### config.mk
export PLATFORM = sky130hd
export DESIGN_NAME = crf_core
export DESIGN_NICKNAME = d
export VERILOG_FILES = /design/src/core/crf_flag_calc.v /design/src/core/crf_core.v
export VERILOG_INCLUDE_DIRS = /design/src /design/src/core
export SDC_FILE = /design/constraint.sdc
export NUM_CORES = 1
export LEC_CHECK = 0
export ABC_AREA = 1
export ABC_CLOCK_PERIOD_IN_PS = 2700
export BUFFER_PORTS_ARGS = -buffer_cell sky130_fd_sc_hd__buf_2
export CORE_AREA = 2 2 233 235
export CTS_CLUSTER_DIAMETER = 50
export DETAILED_ROUTE_END_ITERATION = 10
export DIE_AREA = 0 0 235 237
export PLACE_DENSITY = 0.61
export SLEW_MARGIN = 20
export SYNTH_ARGS = -nofsm -noshare
export SYNTH_HDL_FRONTEND = slang
export SYNTH_SLANG_ARGS = --single-unit
export TNS_END_PERCENT = 30
### constraint.sdc
create_clock -name clk_sys -period 2.7 [get_ports clk_sys]
set_input_delay 0.675 -clock clk_sys [delete_from_list [all_inputs] [get_ports clk_sys]]
set_output_delay 0.675 -clock clk_sys [all_outputs]
set_load 0.1 [all_outputs]
### src/core/crf_defs.vh
// constants for the cpu register file and condition code block
`ifndef CRF_DEFS_VH
`define CRF_DEFS_VH
`define CRF_CCR_I 7
`define CRF_CCR_UI 6
`define CRF_CCR_H 5
`define CRF_CCR_U 4
`define CRF_CCR_N 3
`define CRF_CCR_Z 2
`define CRF_CCR_V 1
`define CRF_CCR_C 0
`define CRF_CCR_RST 8'h80
`define CRF_PC_RST 24'h000000
`define CRF_SP_IDX 3'h7
`define CRF_ADDR20_MASK 24'h0FFFFF
`define CRF_SZ_B 2'h0
`define CRF_SZ_W 2'h1
`define CRF_SZ_L 2'h2
`define CRF_OP_NONE 3'h0
`define CRF_OP_ADD 3'h1
`define CRF_OP_SUB 3'h2
`define CRF_OP_LOGIC 3'h3
`define CRF_OP_SHIFT 3'h4
`define CRF_OP_MOVE 3'h5
`define CRF_CC_AND 2'h0
`define CRF_CC_OR 2'h1
`define CRF_CC_XOR 2'h2
`define CRF_CC_LOAD 2'h3
`endif

### src/core/crf_flag_calc.v
// flag computation for arithmetic, logic and shift results
`timescale 1ns/1ps
`include "crf_defs.vh"
module crf_flag_calc (
  input wire [2:0] op,
  input wire [1:0] size,
  input wire [31:0] opa,
  input wire [31:0] opb,
  input wire carry_in,
  input wire shift_out,
  input wire [31:0] result,
  output reg flag_h,
  output reg flag_n,
  output reg flag_z,
  output reg flag_v,
  output reg flag_c
);
  reg [32:0] full;
  reg [28:0] part;
  reg sa;
  reg sb;
  reg sr;
  reg [31:0] res_m;
  // size dependent half carry, sign and zero
  always @*
  begin
    full = 33'h000000000;
    part = 29'h00000000;
    res_m = result;
    sa = opa[31];
    sb = opb[31];
    sr = result[31];
    flag_h = 1'b0;
    flag_v = 1'b0;
    flag_c = 1'b0;
    case (size)
      `CRF_SZ_B:
      begin
        res_m = {24'h000000, result[7:0]};
        sa = opa[7];
        sb = opb[7];
        sr = result[7];
      end
      `CRF_SZ_W:
      begin
        res_m = {16'h0000, result[15:0]};
        sa = opa[15];
        sb = opb[15];
        sr = result[15];
      end
      default:
      begin
        res_m = result;
      end
    endcase
    flag_n = sr;
    flag_z = (res_m == 32'h00000000);
    case (op)
      `CRF_OP_ADD:
      begin
        // carry into bit 4/12/28 is the half carry
        case (size)
          `CRF_SZ_B: part = {25'h0, opa[3:0]} + {25'h0, opb[3:0]} + {28'h0, carry_in};
          `CRF_SZ_W: part = {17'h0, opa[11:0]} + {17'h0, opb[11:0]} + {28'h0, carry_in};
          default: part = {1'b0, opa[27:0]} + {1'b0, opb[27:0]} + {28'h0, carry_in};
        endcase
        case (size)
          `CRF_SZ_B: full = {25'h0, opa[7:0]} + {25'h0, opb[7:0]} + {32'h0, carry_in};
          `CRF_SZ_W: full = {17'h0, opa[15:0]} + {17'h0, opb[15:0]} + {32'h0, carry_in};
          default: full = {1'b0, opa} + {1'b0, opb} + {32'h0, carry_in};
        endcase
        flag_h = (size == `CRF_SZ_B) ? part[4] : (size == `CRF_SZ_W) ? part[12] : part[28];
        flag_c = (size == `CRF_SZ_B) ? full[8] : (size == `CRF_SZ_W) ? full[16] : full[32];
        flag_v = (sa == sb) && (sr != sa);
      end
      `CRF_OP_SUB:
      begin
        // borrow out of bit 3/11/27 and out of the top bit
        case (size)
          `CRF_SZ_B: part = {25'h0, opa[3:0]} - {25'h0, opb[3:0]} - {28'h0, carry_in};
          `CRF_SZ_W: part = {17'h0, opa[11:0]} - {17'h0, opb[11:0]} - {28'h0, carry_in};
          default: part = {1'b0, opa[27:0]} - {1'b0, opb[27:0]} - {28'h0, carry_in};
        endcase
        case (size)
          `CRF_SZ_B: full = {25'h0, opa[7:0]} - {25'h0, opb[7:0]} - {32'h0, carry_in};
          `CRF_SZ_W: full = {17'h0, opa[15:0]} - {17'h0, opb[15:0]} - {32'h0, carry_in};
          default: full = {1'b0, opa} - {1'b0, opb} - {32'h0, carry_in};
        endcase
        flag_h = (size == `CRF_SZ_B) ? part[4] : (size == `CRF_SZ_W) ? part[12] : part[28];
        flag_c = (size == `CRF_SZ_B) ? full[8] : (size == `CRF_SZ_W) ? full[16] : full[32];
        flag_v = (sa != sb) && (sr != sa);
      end
      `CRF_OP_SHIFT:
      begin
        flag_c = shift_out;
        flag_v = 1'b0;
      end
      default:
      begin
        flag_v = 1'b0; // logic and move clear overflow
      end
    endcase
  end
endmodule

### src/core/crf_core.v
// cpu general registers, program counter and condition code register
// Behaviour
// - eight identical 32-bit general registers, data or address use alike
// - each register splits into extended upper and lower 16-bit halves
// - lower half splits into separately accessible high and low bytes
// - eighth register is the stack pointer, used in exceptions and calls
// - 24-bit program counter holds next instruction address
// - instruction fetch address forces program counter bit 0 to zero
// - 8-bit condition code register, bit 7 mask down to bit 0 carry
// - mask bit blocks all interrupts except the non-maskable one
// - exception start sets the interrupt mask bit
// - bit 6 acts as extra interrupt mask and user storage
// - bits 6 and 4 readable and writable via flag instructions
// - half carry from bit 3, 11 or 27 on add, sub, compare, negate
// - negative flag takes the result sign bit
// - zero flag set on zero result, cleared otherwise
// - overflow set on arithmetic overflow, cleared otherwise
// - carry holds add carry, subtract borrow, or shifted-out bit
// - bit manipulation uses carry as one-bit accumulator
// - branch conditions from N Z V C; flags may stay; whole register ops
// - reset clears pc to 24'h000000 (vector_value unused), sets mask; other state uninitialised
// - 1-Mbyte modes mask effective addresses to 20 bits
// - advanced mode only, 16-Mbyte linear space
`timescale 1ns/1ps
`include "crf_defs.vh"
module crf_core (
  input wire clk_sys,
  input wire rst_n,
  input wire clk_en,
  // register write port
  input wire wr_en,
  input wire [2:0] wr_idx,
  input wire [1:0] wr_size,
  input wire wr_upper,
  input wire wr_high_byte,
  input wire [31:0] wr_data,
  // register read ports
  input wire [2:0] rd_a_idx,
  input wire [2:0] rd_b_idx,
  output wire [31:0] rd_a_data,
  output wire [31:0] rd_b_data,
  output wire [31:0] stack_pointer_register,
  // stack pointer update during exceptions and calls
  input wire sp_wr_en,
  input wire [31:0] sp_wr_data,
  // program counter
  input wire pc_load,
  input wire [23:0] pc_load_value,
  input wire pc_advance,
  input wire [23:0] vector_value,
  output wire [23:0] pc_value,
  output wire [23:0] fetch_addr,
  // effective address masking
  input wire mode_1mbyte,
  input wire [23:0] eff_addr_in,
  output wire [23:0] eff_addr_out,
  // flag update from the datapath
  input wire flag_update,
  input wire [2:0] flag_op,
  input wire [1:0] flag_size,
  input wire [31:0] flag_opa,
  input wire [31:0] flag_opb,
  input wire flag_carry_in,
  input wire flag_shift_out,
  input wire [31:0] flag_result,
  input wire [7:0] flag_keep,
  // bit accumulator
  input wire bit_acc_wr,
  input wire bit_acc_value,
  output wire bit_acc,
  // whole condition code register operations
  input wire ccr_op_en,
  input wire [1:0] ccr_op,
  input wire [7:0] ccr_operand,
  output wire [7:0] condition_code_register,
  // exceptions and interrupts
  input wire exc_start,
  input wire irq_req,
  input wire nmi_req,
  output wire irq_accept,
  output wire nmi_accept,
  output wire ui_mask,
  // branch condition evaluation
  input wire [3:0] branch_cond,
  output reg branch_taken
);
  wire [31:0] wide_general_register [0:7];
  reg [23:0] pc_q;
  wire [7:0] ccr_q;
  reg ccr_i_q;
  reg [6:0] ccr_lo_q;
  reg [7:0] ccr_d;
  wire flag_h;
  wire flag_n;
  wire flag_z;
  wire flag_v;
  wire flag_c;
  reg [7:0] calc_ccr;

  crf_flag_calc u_flag (
    .op(flag_op),
    .size(flag_size),
    .opa(flag_opa),
    .opb(flag_opb),
    .carry_in(flag_carry_in),
    .shift_out(flag_shift_out),
    .result(flag_result),
    .flag_h(flag_h),
    .flag_n(flag_n),
    .flag_z(flag_z),
    .flag_v(flag_v),
    .flag_c(flag_c)
  );

  // general registers have no reset value; one generate entry per register
  genvar gi;
  generate
    for (gi = 0; gi < 8; gi = gi + 1)
    begin : g_reg
      wire hit;
      wire sp_hit;
      reg [31:0] value_q;
      assign hit = wr_en && (wr_idx == gi); // all eight alike
      assign sp_hit = sp_wr_en && (gi == `CRF_SP_IDX); // implicit stack use
      always @(posedge clk_sys)
      begin
        if (clk_en)
        begin
          if (sp_hit)
            value_q <= sp_wr_data;
          else if (hit)
          begin
            case (wr_size)
              `CRF_SZ_L: value_q <= wr_data;
              `CRF_SZ_W:
              begin
                // only the chosen half changes
                if (wr_upper)
                  value_q[31:16] <= wr_data[15:0];
                else
                  value_q[15:0] <= wr_data[15:0];
              end
              default:
              begin
                // only the chosen byte changes
                if (wr_high_byte)
                  value_q[15:8] <= wr_data[7:0];
                else
                  value_q[7:0] <= wr_data[7:0];
              end
            endcase
          end
        end
      end
      // each entry has its own single driver
      assign wide_general_register[gi] = value_q;
    end
  endgenerate

  assign rd_a_data = wide_general_register[rd_a_idx];
  assign rd_b_data = wide_general_register[rd_b_idx];
  assign stack_pointer_register = wide_general_register[`CRF_SP_IDX];

  // program counter, cleared to 24'h000000 at reset, vector_value unused
  always @(posedge clk_sys or negedge rst_n)
  begin
    if (!rst_n)
      pc_q <= `CRF_PC_RST;
    else if (clk_en)
    begin
      if (exc_start && !pc_load)
        pc_q <= pc_q;
      if (pc_load)
        pc_q <= pc_load_value; // vector or jump target
      else if (pc_advance)
        pc_q <= pc_q + 24'h000002; // one word per step
    end
  end

  assign pc_value = pc_q;
  assign fetch_addr = {pc_q[23:1], 1'b0};
  assign eff_addr_out = mode_1mbyte ? (eff_addr_in & `CRF_ADDR20_MASK) : eff_addr_in;

  // flags from datapath, keeping bits the instruction leaves alone
  always @*
  begin
    calc_ccr = ccr_q;
    calc_ccr[`CRF_CCR_H] = flag_h;
    calc_ccr[`CRF_CCR_N] = flag_n;
    calc_ccr[`CRF_CCR_Z] = flag_z;
    calc_ccr[`CRF_CCR_V] = flag_v;
    calc_ccr[`CRF_CCR_C] = flag_c;
    calc_ccr = (calc_ccr & ~flag_keep) | (ccr_q & flag_keep);
    calc_ccr[`CRF_CCR_I] = ccr_q[`CRF_CCR_I];
    calc_ccr[`CRF_CCR_UI] = ccr_q[`CRF_CCR_UI];
    calc_ccr[`CRF_CCR_U] = ccr_q[`CRF_CCR_U];
  end

  // next condition code value; exception start sets the mask bit over all others, other bits still update
  always @*
  begin
    ccr_d = ccr_q;
    if (ccr_op_en)
    begin
      case (ccr_op)
        `CRF_CC_AND: ccr_d = ccr_q & ccr_operand;
        `CRF_CC_OR: ccr_d = ccr_q | ccr_operand;
        `CRF_CC_XOR: ccr_d = ccr_q ^ ccr_operand;
        default: ccr_d = ccr_operand; // load
      endcase
    end
    else if (flag_update)
      ccr_d = calc_ccr;
    if (bit_acc_wr)
      ccr_d[`CRF_CCR_C] = bit_acc_value;
    if (exc_start)
      ccr_d[`CRF_CCR_I] = 1'b1;
  end

  // only the mask bit has a reset value; others left as found at reset
  always @(posedge clk_sys or negedge rst_n)
  begin
    if (!rst_n)
      ccr_i_q <= 1'b1;
    else if (clk_en)
      ccr_i_q <= ccr_d[`CRF_CCR_I];
  end

  // remaining flag bits have no reset
  always @(posedge clk_sys)
  begin
    if (clk_en)
      ccr_lo_q <= ccr_d[6:0];
  end

  // whole register view of the two flop groups
  assign ccr_q = {ccr_i_q, ccr_lo_q};

  assign condition_code_register = ccr_q;
  assign bit_acc = ccr_q[`CRF_CCR_C];
  assign ui_mask = ccr_q[`CRF_CCR_UI];
  assign irq_accept = irq_req && !ccr_q[`CRF_CCR_I];
  assign nmi_accept = nmi_req;

  // conventional branch condition codes over N Z V C
  always @*
  begin
    case (branch_cond)
      4'h0: branch_taken = 1'b1;
      4'h1: branch_taken = 1'b0;
      4'h2: branch_taken = !(ccr_q[`CRF_CCR_C] | ccr_q[`CRF_CCR_Z]);
      4'h3: branch_taken = ccr_q[`CRF_CCR_C] | ccr_q[`CRF_CCR_Z];
      4'h4: branch_taken = !ccr_q[`CRF_CCR_C];
      4'h5: branch_taken = ccr_q[`CRF_CCR_C];
      4'h6: branch_taken = !ccr_q[`CRF_CCR_Z];
      4'h7: branch_taken = ccr_q[`CRF_CCR_Z];
      4'h8: branch_taken = !ccr_q[`CRF_CCR_V];
      4'h9: branch_taken = ccr_q[`CRF_CCR_V];
      4'hA: branch_taken = !ccr_q[`CRF_CCR_N];
      4'hB: branch_taken = ccr_q[`CRF_CCR_N];
      4'hC: branch_taken = !(ccr_q[`CRF_CCR_N] ^ ccr_q[`CRF_CCR_V]);
      4'hD: branch_taken = ccr_q[`CRF_CCR_N] ^ ccr_q[`CRF_CCR_V];
      4'hE: branch_taken = !(ccr_q[`CRF_CCR_Z] | (ccr_q[`CRF_CCR_N] ^ ccr_q[`CRF_CCR_V]));
      default: branch_taken = ccr_q[`CRF_CCR_Z] | (ccr_q[`CRF_CCR_N] ^ ccr_q[`CRF_CCR_V]);
    endcase
  end
endmodule

==> flow_metrics.py, run 1 <==
metrics = {
    "yosys": {
        "synth.largest_area_cell": "edfxtp_1",
        "synthArstFlopShare_pct": 8.68,
        "netlist_area_um2": 20000,
        "ys_seq_area_share_pct": 42.7,
        "synth_cell_types": 60,
        "ys.warnings.count": 0,
        "synth_edf_count": 263,
        "synth_top_area_share_pct": 39.5,
        "avgSynthCellArea_um2": 7.95,
        "ys_ff_latch": 288,
        "synth_cells": 2514,
        "syn_nets": 2935,
        "synth_ff_type": "edfxtp_1",
        "synthTopCellsByArea": "edfxtp_1, o21ai_0, ha_1",
    },
    "timing": {
        "period_share_pct": 114,
        "setup_tns_ns": -0.690,
        "slew_violations": 0,
        "clock.fmax_ghz": 0.324,
        "fin_skew_ns": 0.00300,
        "slew_headroom_pct": 24.2,
        "rsz0062_at_grt": "true",
        "worst_slack_ns": -0.389,
        "timing.final.hold_violations": 0,
        "layout_min_cycle_time_ns": 3.09,
        "tightestPinTransition_ns": 1.13,
        "setup_viol": 3,
    },
    "clock_network": {
        "clk_pin_slew_ns": 0.05,
        "cts.sinks": 288,
        "cts_buffer_depth": 3,
        "h-tree-depth": 2,
        "cts_tree": "built",
        "cts_root_buf": "clkbuf_16",
        "clock_latency_ns": 0.52,
        "cts_buffers": 34,
    },
    "layout": {
        "fin_util_pct": 52.3,
        "final_nets": 3518,
        "layout_common_cells": "nand2_1, inv_1, buf_2",
        "fin_area_um2": 27900,
        "final_common_cell": "nand2_1",
        "layout-drive-gt1-share_pct": 29.7,
        "areaGrowthSynthToFinish_pct": 39.6,
    },
    "critical_path": {
        "cp_common_cell": "nand2_1",
        "worst_path_max_delay_cell": "o21ai_0",
        "end_kind": "flop",
        "rrSetupSlack_ns": 0.40,
        "cp.required_ns": 2.97,
        "crit_chain": "buf_2 > inv_1 > ha_1 > inv_1 > o21ai_0 > a21oi_2 > nand2_2 > a21boi_2 > or2_1 > o21ai_2 > o21a_1 > nand2_1 > nor2_1 > nand3_1 > nand2_1 > nand2_1 > ha_1 > nand2_1 > nand3_1 > a21boi_1 > nand2_1 > nand2_1 > a21oi_1",
        "startpoint_type": "input port",
        "worst-setup-path-type": "in2reg",
        "worstPathArrival_ns": 3.36,
        "slowest_delay_ns": 0.37,
        "path_max_fanout": 3,
        "r2r_cells": 14,
        "crit_family": "compound AO/OA/AOI/OAI gates",
        "r2r-start": "pc_value[1]",
        "timing.rr.end": "pc_value[21]",
        "cp.buffers_inverters": 3,
    },
    "detailed_routing": {
        "wl_met2_um": 34500,
        "route.vias.total": 20100,
        "viasPerCell": 5.27,
        "drtIter0Drc": 1554,
        "top_layer_used": "met5",
        "drcViolationCount": 0,
        "avgRoutedWirePerCell_um": 18.9,
        "wirelength_um": 72100,
        "first_pass_iters": 5,
        "wl_met1_um": 30300,
        "route.met3.wl_um": 4620,
        "ant_nets": 0,
    },
    "placement": {
        "hpwlAfterDp_um": 54700,
        "gp_congestion": 0.915,
        "portBuffers": 399,
        "placed_area_um2": 26000,
    },
    "global_routing": {
        "grt-ovfl-total": 0,
        "grt_pass1_wl_um": 110000,
        "track_usage_pct": 24.9,
        "grt_start_max_net_pins": 70,
        "grt_pass1_vias": 19900,
        "antenna_found_initial": 3,
    },
    "floorplan": {
        "die-area_um2": 55700,
        "row_count": 85,
        "initial_core_util_pct": 37.5,
        "die_w_um": 235,
        "core_area_um2": 53300,
        "fp.dieH_um": 237,
        "ios": 470,
    },
    "status": {
        "violations": "setup timing",
        "status": "finished with violations",
    },
    "pwr": {
        "power_mw": 15.7,
        "pwr-share-clk_pct": 29.9,
        "p_seq_share_pct": 33.5,
        "p_sw_mw": 6.04,
        "cellPowerDensity_nw_per_um2": 563,
        "p_leak_nw": 12.5,
        "combinationalPowerShare_pct": 36.6,
        "p_sw_share_pct": 38.5,
        "ir_drop_v": 0.000534,
        "internal_power_mw": 9.66,
    },
    "job": {
        "cap_viol_max_count": 0,
    },
    "worst_hold_path": {
        "hold_path_class": "in2async",
    },
}
==> metrics by stage <==
| step | hold slack [ns] | worst slack [ns] | instances |
|---|---|---|---|
| 6_report | 0.150 | -0.389 | 3818 |
| 3_3_place_gp | 0.481 | -1.16 | 3728 |
| 3_5_place_dp | 0.502 | -1.11 | 3728 |
| 4_1_cts | 0.155 | -0.325 | 3811 |
| 5_1_grt | 0.184 | -0.606 | 3818 |
| 2_1_floorplan | 0.379 | -0.748 | 2514 |
==> area by class of cell <==
cell class              count  area (um2)
diodes                      1        2.50
repair buffers            718        5770
clock buffers              43         926
inverters                 362        1370
flip-flops and latches    288        8520
clock inverters            17         209
fillers                  4841       25400
multi-input cells        1693       10200
well taps                 696         871
==> state kept, by name, summed over array words and instances, names as in the netlist, named ones only <==
name	cells
g.value_q	224
stack_pointer_register	32
pc_value	24
ccr_lo_q	2
ccr_i_q	1
==> worst register-to-register path, cell delays in order (launching register included) <==
cell and delay (ns):
dfrtp_1 0.43, ha_1 0.20, nand2_1 0.06, inv_1 0.06
nand2_1 0.07, inv_1 0.13, nand4_2 0.17, nor2_2 0.17
nand3_1 0.13, nor3_2 0.17, nand3_1 0.15, nor3_2 0.16
xor2_1 0.16, nor2_1 0.05, o21ai_1 0.11
==> power by group through the flow <==
stage,combinational [mW],sequential [mW],clock [mW]
floorplan,3.15,6.08,0
global placement,5.48,5.34,0
detailed placement,5.54,5.35,0
CTS,5.68,5.26,4.77
global route,6.09,5.28,4.94
finish,5.74,5.26,4.70
==> per-layer routing <==
metal / vias to the layer above / global-route usage [%]
li1: 9682 / -
met1: 9583 / 31.9
met2: 719 / 42.7
met3: 150 / 3.85
met4: 2 / 8.67
met5: - / 0
==> cell usage after synthesis (20+ instances only) <==
library cell	count
nand2_1	416
dfrtp_1	24
o21ai_0	330
clkbuf_1	107
a21oi_1	201
inv_1	350
edfxtp_1	263
buf_4	48
nand3_1	52
nor2_1	256
o211ai_1	72
xor2_1	20
a31oi_1	77
ha_1	130
==> logic make-up after synthesis <==
group | count (synthesis) | share of synthesized area (%)
fa+ha+maj | 132 | 8.34
other cells | 1 | 0.0188
buf+inv | 533 | 11.0
xor+xnor | 24 | 1.05
simple gates | 796 | 16.2
compound gates | 740 | 20.7
flops | 288 | 42.7
==> worst max path at each step <==
| stage | endpoint | from | cells past startpoint | slack [ns] |
|---|---|---|---|---|
| final | flop | flag_opa[7] | 23 | -0.39 |
| after global routing | flop | flag_opa[7] | 23 | -0.61 |
| after CTS | flop | flag_opa[0] | 27 | -0.33 |
| after detailed placement | flop | flag_opa[0] | 27 | -1.11 |
| after global placement | flop | flag_opa[0] | 27 | -1.16 |
| after floorplan | flop | flag_opa[0] | 26 | -0.75 |
==> repair_timing <==
action	4_1_cts	5_1_grt
gates cloned	2	2
buffers inserted	21	4
hold buffers	0	0
setup endpoints to repair	35	31
gates resized for setup	85	49
pin swaps	42	10
Note: power is estimated with default switching activity, not from simulation.
==> inputs of run 2 (changes only) <==
- ABC_CLOCK_PERIOD_IN_PS: 2700 -> 3500
- PLACE_DENSITY: 0.61 -> 0.58
- SKIP_CTS_REPAIR_TIMING: default -> 1
- clock period: 2.7 -> 3.5 ns (I/O delays scaled with it)
==> flow_metrics.py, run 2 (same netlist as run 1, synthesis figures left out) <==
metrics = {
    "placement": {
        "dpl.cell_count": 3599,
        "gp_congestion": 0.932,
        "placed_area_um2": 25100,
        "hpwlAfterDp_um": 52100,
        "post-place-ws_ns": -0.496,
        "portBuffers": 399,
    },
    "timing": {
        "rsz0062_at_grt": "true",
        "holdWs_ns": 0.345,
        "tightestPinTransition_ns": 1.01,
        "clock.fmax_ghz": 0.294,
        "fin_skew_ns": 0.0210,
        "worst_slack_ns": 0.104,
        "setup_tns_ns": 0,
        "layout_min_cycle_time_ns": 3.40,
        "slew_violations": 0,
        "timing.final.hold_violations": 0,
        "slew_headroom_pct": 32.5,
        "period_share_pct": 97.0,
        "setup_viol": 0,
    },
    "layout": {
        "fin_area_um2": 26400,
        "fin_util_pct": 49.5,
        "nFillCells": 5025,
        "final_nets": 3366,
        "layout-drive-gt1-share_pct": 24.8,
        "layout_common_cells": "nand2_1, inv_1, buf_2",
        "multiInputGateArea_um2": 10100,
        "register_area_um2": 8520,
        "regMostFlops": "g.value_q",
        "largest_register_ffs": 224,
        "fin_cells": 3670,
        "areaGrowthSynthToFinish_pct": 32.0,
        "final_common_cell": "nand2_1",
    },
    "global_routing": {
        "antenna_found_initial": 4,
        "grt_pass1_vias": 18900,
        "grt-ovfl-total": 0,
        "grt_pass1_wl_um": 105000,
        "grt_start_max_net_pins": 101,
        "track_usage_pct": 24.1,
    },
    "floorplan": {
        "die-area_um2": 55700,
        "initial_core_util_pct": 37.5,
        "fp.dieH_um": 237,
        "ios": 470,
        "core_area_um2": 53300,
        "die_w_um": 235,
        "row_count": 85,
    },
    "detailed_routing": {
        "drcViolationCount": 0,
        "ant_nets": 0,
        "first_pass_iters": 6,
        "wirelength_um": 69300,
        "route.vias.total": 19400,
        "viasPerCell": 5.29,
        "drtIter0Drc": 1478,
        "avgRoutedWirePerCell_um": 18.9,
    },
    "critical_path": {
        "worstPathArrival_ns": 3.66,
        "startpoint_type": "input port",
        "path_max_fanout": 2,
        "cp.required_ns": 3.77,
        "rrSetupSlack_ns": 1.06,
        "end_kind": "flop",
        "worst-setup-path-type": "in2reg",
    },
    "job": {
        "cap_viol_max_count": 0,
    },
    "pwr": {
        "pwr-share-clk_pct": 30.2,
        "internal_power_mw": 7.16,
        "p_sw_share_pct": 39.6,
        "p_sw_mw": 4.68,
        "p_seq_share_pct": 34.2,
        "p_leak_nw": 11.6,
        "cellPowerDensity_nw_per_um2": 449,
        "combinationalPowerShare_pct": 35.6,
        "power_mw": 11.8,
        "ir_drop_v": 0.000442,
    },
    "clock_network": {
        "cts.sinks": 288,
        "h-tree-depth": 2,
        "cts_buffer_depth": 3,
        "clk_pin_slew_ns": 0.06,
        "cts_root_buf": "clkbuf_16",
        "cts_tree": "built",
        "cts_buffers": 37,
        "clock_latency_ns": 0.53,
    },
    "worst_hold_path": {
        "hold_path_class": "in2async",
    },
    "status": {
        "status": "finished, final reports clean",
    },
}
run 2: cell types whose count changed in the layout (fill, tap and decap cells not counted), sizes merged, moves of 2 or more:
| cell | before | now |
|---|---|---|
| bufbuf | 2 | 0 |
| inv | 363 | 367 |
| clkinv | 10 | 14 |
| bufinv | 4 | 1 |
| buf | 713 | 563 |
| clkbuf | 46 | 42 |
| clkinvlp | 2 | 4 |
run 2: power by group through the flow:
| stage | sequential [mW] | clock, mW | combinational [mW] |
|---|---|---|---|
| after detailed placement | 4.12 | 0 | 4.17 |
| final | 4.05 | 3.58 | 4.21 |
| after CTS | 4.05 | 3.65 | 4.18 |
| after global placement | 4.11 | 0 | 4.12 |
| after global routing | 4.06 | 3.79 | 4.47 |
| after floorplan | 4.69 | 0 | 2.40 |
run 2: final timing paths:
path	startpoint	end	depth (start not counted)
worst max register to register	pc_value[1]	pc_value[21]	14
worst min-delay path	rst_n	pc_value[16]	1
worst max-delay path	flag_opa[0]	flop	27
min in group clk_sys	pc_value[0]	pc_value[0]	2
worst min register to register	pc_value[0]	pc_value[0]	2
max in group asynchronous	rst_n	pc_value[4]	1
run 2: metal layers:
metal	global-route usage (%)	wire length [um]	vias to the layer above
li1	-	-	9377
met1	31.1	29300	9192
met2	40.1	32700	674
met3	3.81	4560	168
met4	9.84	2730	4
met5	0	27	-
run 2: worst max-delay path, cell delays in order:
cell      delay, ns
buf_8          0.08
inv_4          0.03
ha_4           0.15
fa_2           0.37
inv_2          0.08
nand2_2        0.05
nand2_1        0.06
nand2_1        0.06
nand2_2        0.08
nand2_2        0.06
nand2_2        0.08
a21boi_2       0.07
or2_1          0.25
o21ai_2        0.16
o21a_1         0.14
nand2_1        0.05
nor2_1         0.08
nand3_1        0.07
nand2_1        0.07
nand2_1        0.05
ha_1           0.30
nand2_1        0.06
nand3_1        0.07
a21boi_1       0.14
nand2_1        0.06
nand2_1        0.08
a21oi_2        0.05
run 2: area by class of cell:
| cell class | instances | share of cell area [%] |
|---|---|---|
| Clock buffer | 42 | 3.58 |
| Clock inverter | 24 | 0.769 |
| Inverter | 362 | 5.17 |
| Sequential cell | 288 | 32.3 |
| Timing Repair Buffer | 563 | 16.6 |
| Antenna cell | 2 | 0.0190 |
| Tap cell | 696 | 3.30 |
| Multi-Input combinational cell | 1693 | 38.2 |
